$ cat src/include/ohcis_pkg.sv
// constants shared by the command and event-status register bank
package ohcis_pkg;

  // register offsets relative to the operational base address
  localparam logic [7:0] CMD_OFFSET = 8'h08;
  localparam logic [7:0] EVT_OFFSET = 8'h0c;
  localparam int ADDR_W = 8;
  localparam int DATA_W = 32;

  // command register field positions
  localparam int CMD_RESET_BIT = 0;
  localparam int CMD_CTRL_FILLED_BIT = 1;
  localparam int CMD_BULK_FILLED_BIT = 2;
  localparam int CMD_OWN_REQ_BIT = 3;
  localparam int CMD_OVR_CNT_LSB = 16;
  localparam int OVR_CNT_W = 2;

  // event-status and enable field positions
  localparam int EVT_OVERRUN = 0;
  localparam int EVT_DONE_HEAD = 1;
  localparam int EVT_SOF = 2;
  localparam int EVT_RESUME = 3;
  localparam int EVT_UNRECOV = 4;
  localparam int EVT_FRAME_OVF = 5;
  localparam int EVT_ROOT_HUB = 6;
  localparam int EVT_LOW_COUNT = 7;
  localparam int EVT_OWN_CHANGE = 30;
  localparam int ENA_MASTER = 31;

  // frame number bit whose toggle marks an overflow
  localparam int FRAME_MSB = 15;

  // reset values
  localparam logic [DATA_W-1:0] CMD_RESET_VAL = 32'h0000_0000;
  localparam logic [DATA_W-1:0] EVT_RESET_VAL = 32'h0000_0000;
  localparam logic [OVR_CNT_W-1:0] OVR_CNT_RESET = 2'h0;

  // software reset must finish within this time
  localparam int SOFT_RESET_MAX_US = 10;
  localparam int CLK_MHZ = 100;
  localparam int SOFT_RESET_CYCLES = SOFT_RESET_MAX_US * CLK_MHZ;

  // software reset sequencer
  typedef enum logic {SRST_IDLE, SRST_BUSY} ohcis_srst_t;

endpackage

$ cat src/ohcis_sync.sv
// two-flop synchroniser for levels arriving from outside the clock domain
`timescale 1ns/100ps
`default_nettype none
module ohcis_sync #(
  parameter int W = 1
) (
  // clock and reset
  input wire logic clk,
  input wire logic rst_n,
  // async level in, synchronised level out
  input wire logic [W-1:0] async_in,
  output logic [W-1:0] sync_out
);

  logic [W-1:0] meta_q;

  // first stage feeds only the second stage
  always_ff @(posedge clk or negedge rst_n)
  begin
    if (!rst_n)
    begin
      meta_q <= '0;
      sync_out <= '0;
    end
    else
    begin
      meta_q <= async_in;
      sync_out <= meta_q;
    end
  end

endmodule
`default_nettype wire

$ cat src/ohcis_flag.sv
// one sticky event flag, set by hardware, cleared by a software write of one
`timescale 1ns/100ps
`default_nettype none
module ohcis_flag (
  // clock and reset
  input wire logic clk,
  input wire logic rst_n,
  // hardware event and software clear strobe
  input wire logic set,
  input wire logic sw_clear,
  // sticky flag
  output logic flag_q
);

  logic flag_d;

  // set wins over a clear in the same cycle so no event is lost
  assign flag_d = set ? 1'b1 : (sw_clear ? 1'b0 : flag_q);

  always_ff @(posedge clk or negedge rst_n)
  begin
    if (!rst_n)
      flag_q <= 1'b0;
    else
      flag_q <= flag_d;
  end
endmodule
`default_nettype wire

$ cat src/ohcis_command_irq_status.sv
// command bits, event-status flags and interrupt request of the host controller
//
// Contract
// a software ownership change request sets the ownership change flag
// the request bit clears after changeover and stays clear until requested again
// software sets bulk list filled whenever it adds bulk work
// at bulk head, skip when bit is 0, else start and clear the bit
// a found bulk descriptor sets the bit again, otherwise bulk stops at list end
// control list filled: software sets it, head skips on 0, starts and clears on 1
// a found control descriptor sets the bit again, otherwise control stops at end
// reset command enters suspend, resets operational state, blocks bus accesses
// the reset command bit self-clears when reset completes, within 10 us
// software reset never resets the root hub nor signals reset on ports
// events set their flag; interrupt only when its enable and master enable set
// writing one clears a flag, zero leaves it; only hardware sets, never clears
// an unmasked ownership change flag raises system management interrupt; zero without pin
// root hub or port status change sets root hub change flag
// frame number bit 15 toggle or shared frame copy update sets overflow flag
// system error sets unrecoverable flag and halts processing until corrected
// resume flag sets on resume signaling onset, not on commanded resume
// start-of-frame flag sets together with the SOF token
// done-head flag sets after write-back; further write-backs wait for its clear
// software clears done-head flag only after saving the queue head
// a scheduling overrun sets the overrun flag and bumps the two-bit count
// software writes reserved event-status bits as zero
// overrun count resets to zero, wraps, counts even when flag already set
// command register is write-one-to-set and reads back normally
// registered interrupt request is OR of enabled flags gated by master enable
`timescale 1ns/100ps
`default_nettype none
module ohcis_command_irq_status #(
  parameter bit SMI_PRESENT = 1'b1,
  parameter int SOFT_RESET_CYCLES = ohcis_pkg::SOFT_RESET_CYCLES
) (
  // clock and reset
  input wire logic clk,
  input wire logic reset_n,
  // register port
  input wire logic reg_wr,
  input wire logic reg_rd,
  input wire logic [ohcis_pkg::ADDR_W-1:0] reg_addr,
  input wire logic [ohcis_pkg::DATA_W-1:0] reg_wdata,
  output logic [ohcis_pkg::DATA_W-1:0] reg_rdata_q,
  output logic reg_rvalid_q,
  // interrupt enable register contents
  input wire logic [ohcis_pkg::DATA_W-1:0] event_enable,
  // list processing handshakes from the schedule engine
  input wire logic bulk_head_reached,
  input wire logic bulk_td_found,
  input wire logic bulk_list_done,
  input wire logic control_head_reached,
  input wire logic control_td_found,
  input wire logic control_list_done,
  output logic bulk_start_q,
  output logic bulk_skip_q,
  output logic bulk_stop_q,
  output logic control_start_q,
  output logic control_skip_q,
  output logic control_stop_q,
  // ownership and software reset
  input wire logic changeover_done,
  input wire logic soft_reset_done,
  output logic soft_reset_q,
  output logic suspend_enter_q,
  output logic bus_hold_q,
  // hardware events
  input wire logic root_hub_changed,
  input wire logic [ohcis_pkg::FRAME_MSB:0] frame_number,
  input wire logic shared_frame_updated,
  input wire logic system_error,
  input wire logic resume_signal,
  input wire logic resume_state_cmd,
  input wire logic sof_issued,
  input wire logic done_head_written,
  input wire logic sched_overrun,
  // status and interrupt outputs
  output logic halt_q,
  output logic done_head_hold,
  output logic irq_q,
  output logic smi_q
);

  localparam int CW = $clog2(SOFT_RESET_CYCLES + 1);
  localparam logic [CW-1:0] SRST_LAST = CW'(SOFT_RESET_CYCLES - 1);
  localparam int NLOW = ohcis_pkg::EVT_LOW_COUNT;

  ////////////////////////////////////////////////////////////////////////////
  // reset release

  logic [1:0] rst_sync_q;
  logic rst_n;

  // async assert, two-flop release
  always_ff @(posedge clk or negedge reset_n)
  begin
    if (!reset_n)
      rst_sync_q <= 2'h0;
    else
      rst_sync_q <= {rst_sync_q[0], 1'b1};
  end

  assign rst_n = rst_sync_q[1];

  ////////////////////////////////////////////////////////////////////////////
  // register decode

  wire cmd_hit = (reg_addr == ohcis_pkg::CMD_OFFSET);
  wire evt_hit = (reg_addr == ohcis_pkg::EVT_OFFSET);
  wire cmd_wr = reg_wr & cmd_hit;
  wire evt_wr = reg_wr & evt_hit;

  // write-one-to-set strobes, zeros leave bits alone
  wire sw_set_reset = cmd_wr & reg_wdata[ohcis_pkg::CMD_RESET_BIT];
  wire sw_set_clf = cmd_wr & reg_wdata[ohcis_pkg::CMD_CTRL_FILLED_BIT];
  wire sw_set_blf = cmd_wr & reg_wdata[ohcis_pkg::CMD_BULK_FILLED_BIT];
  wire sw_set_ocr = cmd_wr & reg_wdata[ohcis_pkg::CMD_OWN_REQ_BIT];

  // write-one-to-clear strobes; reserved bits are not stored at all
  wire [NLOW-1:0] sw_clr_low = {NLOW{evt_wr}} & reg_wdata[NLOW-1:0];
  wire sw_clr_oc = evt_wr & reg_wdata[ohcis_pkg::EVT_OWN_CHANGE];

  ////////////////////////////////////////////////////////////////////////////
  // software reset sequencer

  ohcis_pkg::ohcis_srst_t srst_state_q;
  ohcis_pkg::ohcis_srst_t srst_state_d;
  logic [CW-1:0] srst_cnt_q;
  logic [CW-1:0] srst_cnt_d;

  wire srst_busy = (srst_state_q == ohcis_pkg::SRST_BUSY);
  wire srst_entry = ~srst_busy & sw_set_reset;
  // the core may finish early; the counter caps the time
  wire srst_done = srst_busy & (soft_reset_done | (srst_cnt_q == SRST_LAST));

  // only controller-side state is cleared; the root hub and ports are never touched
  always_comb
  begin
    srst_state_d = srst_state_q;
    srst_cnt_d = srst_cnt_q;
    unique case (srst_state_q)
      ohcis_pkg::SRST_IDLE:
      begin
        srst_cnt_d = '0;
        if (sw_set_reset)
          srst_state_d = ohcis_pkg::SRST_BUSY;
      end
      ohcis_pkg::SRST_BUSY:
      begin
        srst_cnt_d = CW'(srst_cnt_q + 1'b1);
        if (srst_done)
          srst_state_d = ohcis_pkg::SRST_IDLE;
      end
    endcase
  end

  always_ff @(posedge clk or negedge rst_n)
  begin
    if (!rst_n)
    begin
      srst_state_q <= ohcis_pkg::SRST_IDLE;
      srst_cnt_q <= '0;
    end
    else
    begin
      srst_state_q <= srst_state_d;
      srst_cnt_q <= srst_cnt_d;
    end
  end

  ////////////////////////////////////////////////////////////////////////////
  // command bits

  logic ocr_q;
  logic blf_q;
  logic clf_q;
  logic [ohcis_pkg::OVR_CNT_W-1:0] soc_q;

  // hardware re-arm from a found descriptor counts as a set
  wire blf_set = sw_set_blf | bulk_td_found;
  wire clf_set = sw_set_clf | control_td_found;
  wire blf_take = bulk_head_reached & blf_q;
  wire clf_take = control_head_reached & clf_q;

  // set wins over any clear in the same cycle
  wire ocr_d = sw_set_ocr ? 1'b1 : ((changeover_done | srst_entry) ? 1'b0 : ocr_q);
  wire blf_d = blf_set ? 1'b1 : ((blf_take | srst_entry) ? 1'b0 : blf_q);
  wire clf_d = clf_set ? 1'b1 : ((clf_take | srst_entry) ? 1'b0 : clf_q);

  // counter wraps at its width; it counts even if the overrun flag is set
  wire [ohcis_pkg::OVR_CNT_W-1:0] soc_d = sched_overrun ?
    ohcis_pkg::OVR_CNT_W'(soc_q + 1'b1) :
    (srst_entry ? ohcis_pkg::OVR_CNT_RESET : soc_q);

  always_ff @(posedge clk or negedge rst_n)
  begin
    if (!rst_n)
    begin
      ocr_q <= ohcis_pkg::CMD_RESET_VAL[ohcis_pkg::CMD_OWN_REQ_BIT];
      blf_q <= ohcis_pkg::CMD_RESET_VAL[ohcis_pkg::CMD_BULK_FILLED_BIT];
      clf_q <= ohcis_pkg::CMD_RESET_VAL[ohcis_pkg::CMD_CTRL_FILLED_BIT];
      soc_q <= ohcis_pkg::OVR_CNT_RESET;
    end
    else
    begin
      ocr_q <= ocr_d;
      blf_q <= blf_d;
      clf_q <= clf_d;
      soc_q <= soc_d;
    end
  end

  ////////////////////////////////////////////////////////////////////////////
  // list processing decisions

  // stop only when nobody re-armed the bit during the walk
  wire bulk_stop = bulk_list_done & ~blf_q & ~blf_set;
  wire control_stop = control_list_done & ~clf_q & ~clf_set;

  always_ff @(posedge clk or negedge rst_n)
  begin
    if (!rst_n)
    begin
      bulk_start_q <= 1'b0;
      bulk_skip_q <= 1'b0;
      bulk_stop_q <= 1'b0;
      control_start_q <= 1'b0;
      control_skip_q <= 1'b0;
      control_stop_q <= 1'b0;
    end
    else
    begin
      bulk_start_q <= blf_take;
      bulk_skip_q <= bulk_head_reached & ~blf_q;
      bulk_stop_q <= bulk_stop;
      control_start_q <= clf_take;
      control_skip_q <= control_head_reached & ~clf_q;
      control_stop_q <= control_stop;
    end
  end

  ////////////////////////////////////////////////////////////////////////////
  // event sources

  logic resume_sync;
  logic resume_prev_q;
  logic frame_msb_prev_q;

  // resume line comes from the port, so it is synchronised first
  ohcis_sync #(.W(1)) u_resume_sync (
    .clk(clk),
    .rst_n(rst_n),
    .async_in(resume_signal),
    .sync_out(resume_sync)
  );

  always_ff @(posedge clk or negedge rst_n)
  begin
    if (!rst_n)
    begin
      resume_prev_q <= 1'b0;
      frame_msb_prev_q <= 1'b0;
    end
    else
    begin
      resume_prev_q <= resume_sync;
      frame_msb_prev_q <= frame_number[ohcis_pkg::FRAME_MSB];
    end
  end

  wire resume_onset = resume_sync & ~resume_prev_q & ~resume_state_cmd;
  wire frame_toggle = frame_number[ohcis_pkg::FRAME_MSB] ^ frame_msb_prev_q;

  logic [NLOW-1:0] evt_set;
  logic [NLOW-1:0] evt_flag;
  logic oc_flag;

  // one set strobe per flag
  assign evt_set[ohcis_pkg::EVT_OVERRUN] = sched_overrun;
  assign evt_set[ohcis_pkg::EVT_DONE_HEAD] = done_head_written;
  assign evt_set[ohcis_pkg::EVT_SOF] = sof_issued;
  assign evt_set[ohcis_pkg::EVT_RESUME] = resume_onset;
  assign evt_set[ohcis_pkg::EVT_UNRECOV] = system_error;
  assign evt_set[ohcis_pkg::EVT_FRAME_OVF] = frame_toggle | shared_frame_updated;
  assign evt_set[ohcis_pkg::EVT_ROOT_HUB] = root_hub_changed;

  // without the management pin the flag can never set and reads zero
  wire oc_set = SMI_PRESENT & sw_set_ocr;

  ////////////////////////////////////////////////////////////////////////////
  // event-status flags

  // flags survive software reset: hardware never clears them itself
  for (genvar i = 0; i < NLOW; i++)
  begin : g_flag
    ohcis_flag u_flag (
      .clk(clk),
      .rst_n(rst_n),
      .set(evt_set[i]),
      .sw_clear(sw_clr_low[i]),
      .flag_q(evt_flag[i])
    );
  end

  ohcis_flag u_oc_flag (
    .clk(clk),
    .rst_n(rst_n),
    .set(oc_set),
    .sw_clear(sw_clr_oc),
    .flag_q(oc_flag)
  );

  // done-head write-backs wait while the flag is pending
  assign done_head_hold = evt_flag[ohcis_pkg::EVT_DONE_HEAD];

  ////////////////////////////////////////////////////////////////////////////
  // interrupts, halt and bus hold

  wire master_en = event_enable[ohcis_pkg::ENA_MASTER];
  wire irq_d = master_en & (|(evt_flag & event_enable[NLOW-1:0]));
  wire smi_d = master_en & oc_flag & event_enable[ohcis_pkg::EVT_OWN_CHANGE];
  // a system error halts until software resets the controller
  wire halt_d = system_error | (halt_q & ~srst_done);

  always_ff @(posedge clk or negedge rst_n)
  begin
    if (!rst_n)
    begin
      irq_q <= 1'b0;
      smi_q <= 1'b0;
      halt_q <= 1'b0;
      soft_reset_q <= 1'b0;
      suspend_enter_q <= 1'b0;
      bus_hold_q <= 1'b0;
    end
    else
    begin
      irq_q <= irq_d;
      smi_q <= smi_d;
      halt_q <= halt_d;
      soft_reset_q <= (srst_state_d == ohcis_pkg::SRST_BUSY);
      suspend_enter_q <= srst_entry;
      bus_hold_q <= halt_d | (srst_state_d == ohcis_pkg::SRST_BUSY);
    end
  end

  ////////////////////////////////////////////////////////////////////////////
  // read path

  logic [ohcis_pkg::DATA_W-1:0] cmd_word;
  logic [ohcis_pkg::DATA_W-1:0] evt_word;

  // reserved positions read as zero
  always_comb
  begin
    cmd_word = '0;
    cmd_word[ohcis_pkg::CMD_RESET_BIT] = srst_busy;
    cmd_word[ohcis_pkg::CMD_CTRL_FILLED_BIT] = clf_q;
    cmd_word[ohcis_pkg::CMD_BULK_FILLED_BIT] = blf_q;
    cmd_word[ohcis_pkg::CMD_OWN_REQ_BIT] = ocr_q;
    cmd_word[ohcis_pkg::CMD_OVR_CNT_LSB +: ohcis_pkg::OVR_CNT_W] = soc_q;
    evt_word = '0;
    evt_word[NLOW-1:0] = evt_flag;
    evt_word[ohcis_pkg::EVT_OWN_CHANGE] = oc_flag;
  end

  wire [ohcis_pkg::DATA_W-1:0] rd_sel = cmd_hit ? cmd_word : (evt_hit ? evt_word : '0);

  always_ff @(posedge clk or negedge rst_n)
  begin
    if (!rst_n)
    begin
      reg_rdata_q <= '0;
      reg_rvalid_q <= 1'b0;
    end
    else
    begin
      reg_rdata_q <= reg_rd ? rd_sel : '0;
      reg_rvalid_q <= reg_rd;
    end
  end
endmodule
`default_nettype wire

$ cat config.mk
export PLATFORM = sky130hd
export DESIGN_NAME = ohcis_command_irq_status
export DESIGN_NICKNAME = d
export VERILOG_FILES = /design/src/include/ohcis_pkg.sv /design/src/ohcis_sync.sv /design/src/ohcis_flag.sv /design/src/ohcis_command_irq_status.sv
export SDC_FILE = /design/constraint.sdc
export NUM_CORES = 1
export LEC_CHECK = 0
export BUFFER_PORTS_ARGS = -buffer_cell sky130_fd_sc_hd__buf_4
export CAP_MARGIN = 20
export CORE_MARGIN = 2
export CORE_UTILIZATION = 30
export DETAILED_ROUTE_END_ITERATION = 7
export HOLD_SLACK_MARGIN = 0.08
export RECOVER_POWER = 50
export SYNTH_ARGS = -nofsm -noshare
export SYNTH_HDL_FRONTEND = slang
export SYNTH_HIERARCHICAL = 1
export SYNTH_SLANG_ARGS = --single-unit
$ cat constraint.sdc
create_clock -name clk -period 1.78 [get_ports clk]
set_input_delay 0 -clock clk [delete_from_list [all_inputs] [get_ports clk]]
set_output_delay 0 -clock clk [all_outputs]
set_load 0.005 [all_outputs]
==> impl_metrics.env, run 1 <==
export IMPL_synth_common_cells="52 x dfrtp_1, 22 x buf_4, 13 x inv_1"
export IMPL_crit_chain="dlygate4sd3_1 > buf_4 > nand4bb_2 > nor3_4 > a2111oi_0 > dlygate4sd3_1"
export IMPL_cts_tree="yes"
export IMPL_status="finished, final reports clean"
export IMPL_finClkSkew_ns=0.009895
export IMPL_power_switching_w=0.0004955
export IMPL_ant_nets=0
export IMPL_required_ns=1.97
export IMPL_synth_area_per_cell_um2=11.29
export IMPL_report_final_slew_viol_count=0
export IMPL_core_mm2=0.007331
export IMPL_synth_seq_cells=52
export IMPL_worstMarginPinSlew_ns=0.8180
export IMPL_grt_ovfl_total=0
export IMPL_vias=1773
export IMPL_numCtsBuffers=5
export IMPL_clockBufferDepth=2
export IMPL_area_growth_syn_to_layout_pct=43.50
export IMPL_ys_warn_count=6
export IMPL_avgRoutedWirePerCell_um=12.38
export IMPL_cts_sinks=52
export IMPL_switching_share=0.2170
export IMPL_async_reset_ff_frac=1.000
export IMPL_grt_pass1_vias=1825
export IMPL_final_hold_viol_count=0
export IMPL_initialDrtViolationCount=88
export IMPL_drive_gt1_frac=0.2716
export IMPL_yosysTopAreaCellShare=0.5677
export IMPL_hold_path_class="primary input to register"
export IMPL_synth_edf_count=0
export IMPL_cts_max_level=2
export IMPL_antenna_found_initial=0
export IMPL_clk_latency_ns=0.30
export IMPL_cpMostUsedCell="dlygate4sd3_1"
export IMPL_path_class="primary input to register"
export IMPL_ys_top_cells_by_area="dfrtp_1 57%, buf_4 7.2%, and2_1 3.3%, a21o_1 2.6%, and3_1 2.2%"
export IMPL_slew_headroom=0.4546
export IMPL_start_util=0.3127
export IMPL_period_share=0.9454
export IMPL_worst_ep_arrival_time_ns=1.88
export IMPL_crit_path_top_delay_cell="dlygate4sd3_1"
export IMPL_drt_wl_total_mm=5.100
export IMPL_end_kind="register"
export IMPL_syn_area_mm2=0.002292
export IMPL_finalSetupViolCount=0
export IMPL_combPwrFrac=0.110
export IMPL_grt_pass1_wl_mm=8.680
export IMPL_p_leak_nw=1.571
export IMPL_fin_util=0.4487
export IMPL_clk_pin_slew_worst_paths_ns=0.09
export IMPL_p_int_w=0.001788
export IMPL_avgViaCountPerCell=4.303
export IMPL_rows=31
export IMPL_gr_usage_all_layers=0.1294
export IMPL_clkPwrFrac=0.345
export IMPL_synth_top_area_cell="dfrtp_1"
export IMPL_fin_crit_ns=1.683
export IMPL_drc=0
export IMPL_tns_ns=0
export IMPL_final_nets=421
export IMPL_synth_main_ff_cell="dfrtp_1"
export IMPL_pwr_share_seq=0.545
export IMPL_worst_path_largest_cell_delay_ns=0.57
export IMPL_start_kind="primary input"
export IMPL_ys_seq_area_frac=0.5677
export IMPL_power_per_cell_area_mw_per_mm2=694.1
export IMPL_io_buffers=69
export IMPL_drv_cap=0
export IMPL_post_cts_buffers=0
export IMPL_firstDrtPassIters=4
export IMPL_die_h_um=91.41
export IMPL_synth_most_common_cell="dfrtp_1"
export IMPL_clock_root_buffer="clkbuf_8"
export IMPL_place_congestion=0.7388
export IMPL_ir_worst_vdd_mv=0.3389
export IMPL_total_power_w=0.002283
export IMPL_clock_fmax_ghz=0.5943
export IMPL_die_w_um=91.41
export IMPL_dp_hpwl_mm=3.781
export IMPL_rsz0062_at_grt="no"
export IMPL_critPathMaxFanout=6
export IMPL_syn_instance_count=203
export IMPL_n_antenna_cell=0
export IMPL_grt_max_degree=23
export IMPL_synth_cell_types=42
export IMPL_die_area_mm2=0.008356
export IMPL_ios=154
## area by class of cell
class	count	area, um^2
Sequential cell	52	1301
Clock inverter	2	35.03
Tap cell	99	123.9
Clock buffer	6	72.57
Inverter	17	63.81
Multi-Input combinational cell	132	842.1
Timing Repair Buffer	104	850.8
Fill cell	677	4041
## power groups by stage
| stage | combinational (W) | sequential [W] | clock, W |
|---|---|---|---|
| 6_report | 0.000251 | 0.00125 | 0.000787 |
| 5_1_grt | 0.000279 | 0.00125 | 0.000871 |
| 4_1_cts | 0.000258 | 0.00125 | 0.000819 |
| 3_5_place_dp | 0.000202 | 0.00127 | 0 |
| 3_3_place_gp | 0.000198 | 0.00127 | 0 |
| 2_1_floorplan | 0.000105 | 0.00127 | 0 |
## cell families after synthesis
group                      after synthesis  share of synthesized area
and+or+nand+nor                         68                     0.1878
DFF                                     52                     0.5677
buffers and inverters                   40                     0.1021
AOI/OAI and AO/OA                       30                    0.09279
xor gates and xnor gates                 5                    0.01911
muxes                                    5                    0.02183
other                                    2                   0.003276
adders and majority gates                1                   0.005458
## state kept, by name, indices dropped and copies added, names as in the netlist, 2 cells and up
signal                count
g_flag.u_flag/flag_q      7
rst_sync_q                2
soc_q                     2
srst_cnt_q               10
reg_rdata_q              10
## layer usage
layer	up-vias	track usage	part of all wire
met5	-	0	0
met4	0	0.03535	0.0067
met3	4	0.03651	0.068
met2	62	0.2120	0.46
met1	839	0.1673	0.46
li1	868	-	-
## path summary, 6_finish.rpt
kind / from / to / slack [ns] / cells past startpoint
max in group asynchronous: rst_sync_q[1] / srst_cnt_q[9] / 0.44 / 1
worst max register to register: srst_cnt_q[0] / bus_hold_q / 0.19 / 4
worst min register to register: rst_sync_q[1] / reg_rdata_q[2] / 0.34 / 0
worst max-delay path: reg_addr[3] / control_stop_q / 0.1 / 6
min in group asynchronous: rst_sync_q[1] / reg_rdata_q[2] / 0.34 / 0
worst min-delay path: reg_addr[0] / reg_rdata_q[1] / 0.11 / 4
## worst max-delay path: cells and delay by family
kind | cells | cell delay (ns)
buffers and inverters | 3 | 1.21
and+or+nand+nor | 2 | 0.49
AOI/OAI and AO/OA | 1 | 0.16
## through the flow
step / setup slack [ns] / hold slack, ns / area, um^2 / cells
global placement: 0.1950 / -0.2162 / 2879 / 372
detailed placement: 0.1680 / -0.2131 / 2879 / 372
floorplan: 0.2253 / -0.2956 / 2371 / 224
global route: 0.03352 / 0.1321 / 3289 / 412
CTS: 0.02937 / 0.09992 / 3307 / 412
finish: 0.09722 / 0.1079 / 3289 / 412
## cells in the final DEF (no fill, tap or decap), types with 5 or more instances in the layout
cell type and instances:
clkbuf_8 5, a21oi_1 5, and2_1 11, and3_1 8
inv_1 13, nand2b_1 5, nor2_1 9, buf_4 59
conb_1 23, dlygate4sd3_1 32, mux2i_1 5, nand2_1 6
a21o_1 8, nand4_1 5, nor2b_1 5, clkbuf_4 10
dfrtp_1 52
## repair_timing
| action | in CTS | in global routing |
|---|---|---|
| endpoints found under the setup margin | 0 | 2 |
| endpoints found under the hold margin | 36 | 0 |
| hold buffers | 32 | 0 |
| resized for setup | 0 | 2 |
Power figures use the tool's default switching activity.
==> run 2: changes to the inputs <==
==> constraint.sdc (replaced) <==
create_clock -name clk -period 1.78 [get_ports clk]
set_input_delay 0 -clock clk [delete_from_list [all_inputs] [get_ports clk]]
set_output_delay 0 -clock clk [all_outputs]
set_load 0.05 [all_outputs]
==> impl_metrics.env, run 2 (synthesis results as in run 1) <==
export IMPL_combPwrFrac=0.157
export IMPL_path_class="primary input to register"
export IMPL_clock_root_buffer="clkbuf_8"
export IMPL_slew_headroom=0.4566
export IMPL_holdPathStages=4
export IMPL_avgRoutedWirePerCell_um=12.40
export IMPL_clk_latency_ns=0.30
export IMPL_clkPwrFrac=0.326
export IMPL_vias=1778
export IMPL_nFillCells=679
export IMPL_critPathMaxFanout=6
export IMPL_io_buffers=69
export IMPL_drt_wl_total_mm=5.107
export IMPL_ant_nets=0
export IMPL_numCtsBuffers=5
export IMPL_period_share=0.9454
export IMPL_reg2reg_depth=4
export IMPL_final_nets=421
export IMPL_avgViaCountPerCell=4.316
export IMPL_post_cts_buffers=0
export IMPL_grt_pass1_vias=1825
export IMPL_tns_ns=0
export IMPL_reg_top3="reg_rdata_q (10), srst_cnt_q (10), g_flag.u_flag/flag_q (7)"
export IMPL_clock_fmax_ghz=0.5942
export IMPL_final_hold_viol_count=0
export IMPL_grt_ovfl_total=0
export IMPL_p_leak_nw=1.571
export IMPL_drc=0
export IMPL_die_h_um=91.41
export IMPL_worst_ep_arrival_time_ns=1.88
export IMPL_clockBufferDepth=2
export IMPL_place_congestion=0.7388
export IMPL_clk_pin_slew_worst_paths_ns=0.09
export IMPL_place_area_mm2=0.002879
export IMPL_power_per_cell_area_mw_per_mm2=733.4
export IMPL_drive_gt1_frac=0.2684
export IMPL_worstMarginPinSlew_ns=0.8151
export IMPL_n_antenna_cell=0
export IMPL_pwr_share_seq=0.517
export IMPL_finalSetupViolCount=0
export IMPL_fin_util=0.4482
export IMPL_report_final_slew_viol_count=0
export IMPL_area_growth_syn_to_layout_pct=43.34
export IMPL_core_mm2=0.007331
export IMPL_p_int_w=0.001788
export IMPL_cts_max_level=2
export IMPL_power_switching_w=0.0006218
export IMPL_end_kind="register"
export IMPL_cts_sinks=52
export IMPL_drv_cap=0
export IMPL_start_util=0.3127
export IMPL_final_common_cell="buf_4"
export IMPL_rsz0062_at_grt="no"
export IMPL_cts_tree="yes"
export IMPL_grt_pass1_wl_mm=8.680
export IMPL_rows=31
export IMPL_hold_path_class="primary input to register"
export IMPL_grt_max_degree=23
export IMPL_die_area_mm2=0.008356
export IMPL_final_area_mm2=0.003286
export IMPL_layout_common_cells="66 x buf_4, 52 x dfrtp_1, 32 x dlygate4sd3_1"
export IMPL_gr_usage_all_layers=0.1294
export IMPL_initialDrtViolationCount=90
export IMPL_status="finished, final reports clean"
export IMPL_switching_share=0.2580
export IMPL_ir_worst_vdd_mv=0.3418
export IMPL_total_power_w=0.002410
export IMPL_die_w_um=91.41
export IMPL_start_kind="primary input"
export IMPL_finClkSkew_ns=0.009817
export IMPL_firstDrtPassIters=4
export IMPL_required_ns=1.97
export IMPL_ios=154
export IMPL_dp_hpwl_mm=3.781
export IMPL_fin_crit_ns=1.683
export IMPL_antenna_found_initial=0
run 2: worst max-delay path, cell delays in order:
cell and delay (ns):
dlygate4sd3_1 0.52, buf_4 0.12, nand4bb_2 0.18, nor3_4 0.31, a2111oi_0 0.16, dlygate4sd3_1 0.57
run 2: final timing paths:
path	from	endpoint	slack, ns
max reg2reg	srst_cnt_q[0]	bus_hold_q	0.19
max in group asynchronous	rst_sync_q[1]	srst_cnt_q[9]	0.45
min in group asynchronous	rst_sync_q[1]	reg_rdata_q[2]	0.34
min reg2reg	rst_sync_q[1]	reg_rdata_q[2]	0.34
min	reg_addr[0]	reg_rdata_q[1]	0.11
max	reg_addr[3]	control_stop_q	0.1
run 2: timing repair:
item | CTS | global route
endpoints found under the setup margin | 0 | 2
hold endpoints to repair | 36 | 0
hold buffers | 32 | 0
gates resized for setup | 0 | 2
run 2: cell type report:
cell class / count / area [um^2] / share of cell area
Sequential cell: 52 / 1301 / 0.3960
Clock inverter: 2 / 35.03 / 0.01066
Tap cell: 99 / 123.9 / 0.03770
Timing Repair Buffer: 104 / 847.1 / 0.2578
Inverter: 17 / 63.81 / 0.01942
Multi-Input combinational cell: 132 / 842.1 / 0.2563
Clock buffer: 6 / 72.57 / 0.02209
run 2: stage by stage:
stage / cells / setup slack, ns / hold WS (ns)
after floorplan: 224 / 0.2253 / -0.2956
after global placement: 372 / 0.1950 / -0.2162
after detailed placement: 372 / 0.1680 / -0.2131
after CTS: 412 / 0.02937 / 0.09992
after global routing: 412 / 0.03352 / 0.1321
final: 412 / 0.09710 / 0.1090
run 2: power groups by stage:
stage          clock, W  combinational (W)  sequential [W]
3_5_place_dp          0           0.000330         0.00127
6_report       0.000787           0.000378         0.00125
2_1_floorplan         0           0.000198         0.00131
3_3_place_gp          0           0.000326         0.00127
4_1_cts        0.000819           0.000385         0.00125
5_1_grt        0.000871           0.000406         0.00125
run 2: layer usage:
| layer | vias to the layer above | track usage | part of all wire |
|---|---|---|---|
| met2 | 66 | 0.2120 | 0.47 |
| met3 | 4 | 0.03651 | 0.071 |
| met1 | 840 | 0.1673 | 0.46 |
| li1 | 868 | - | - |
| met5 | - | 0 | 0 |
| met4 | 0 | 0.03535 | 0.0067 |
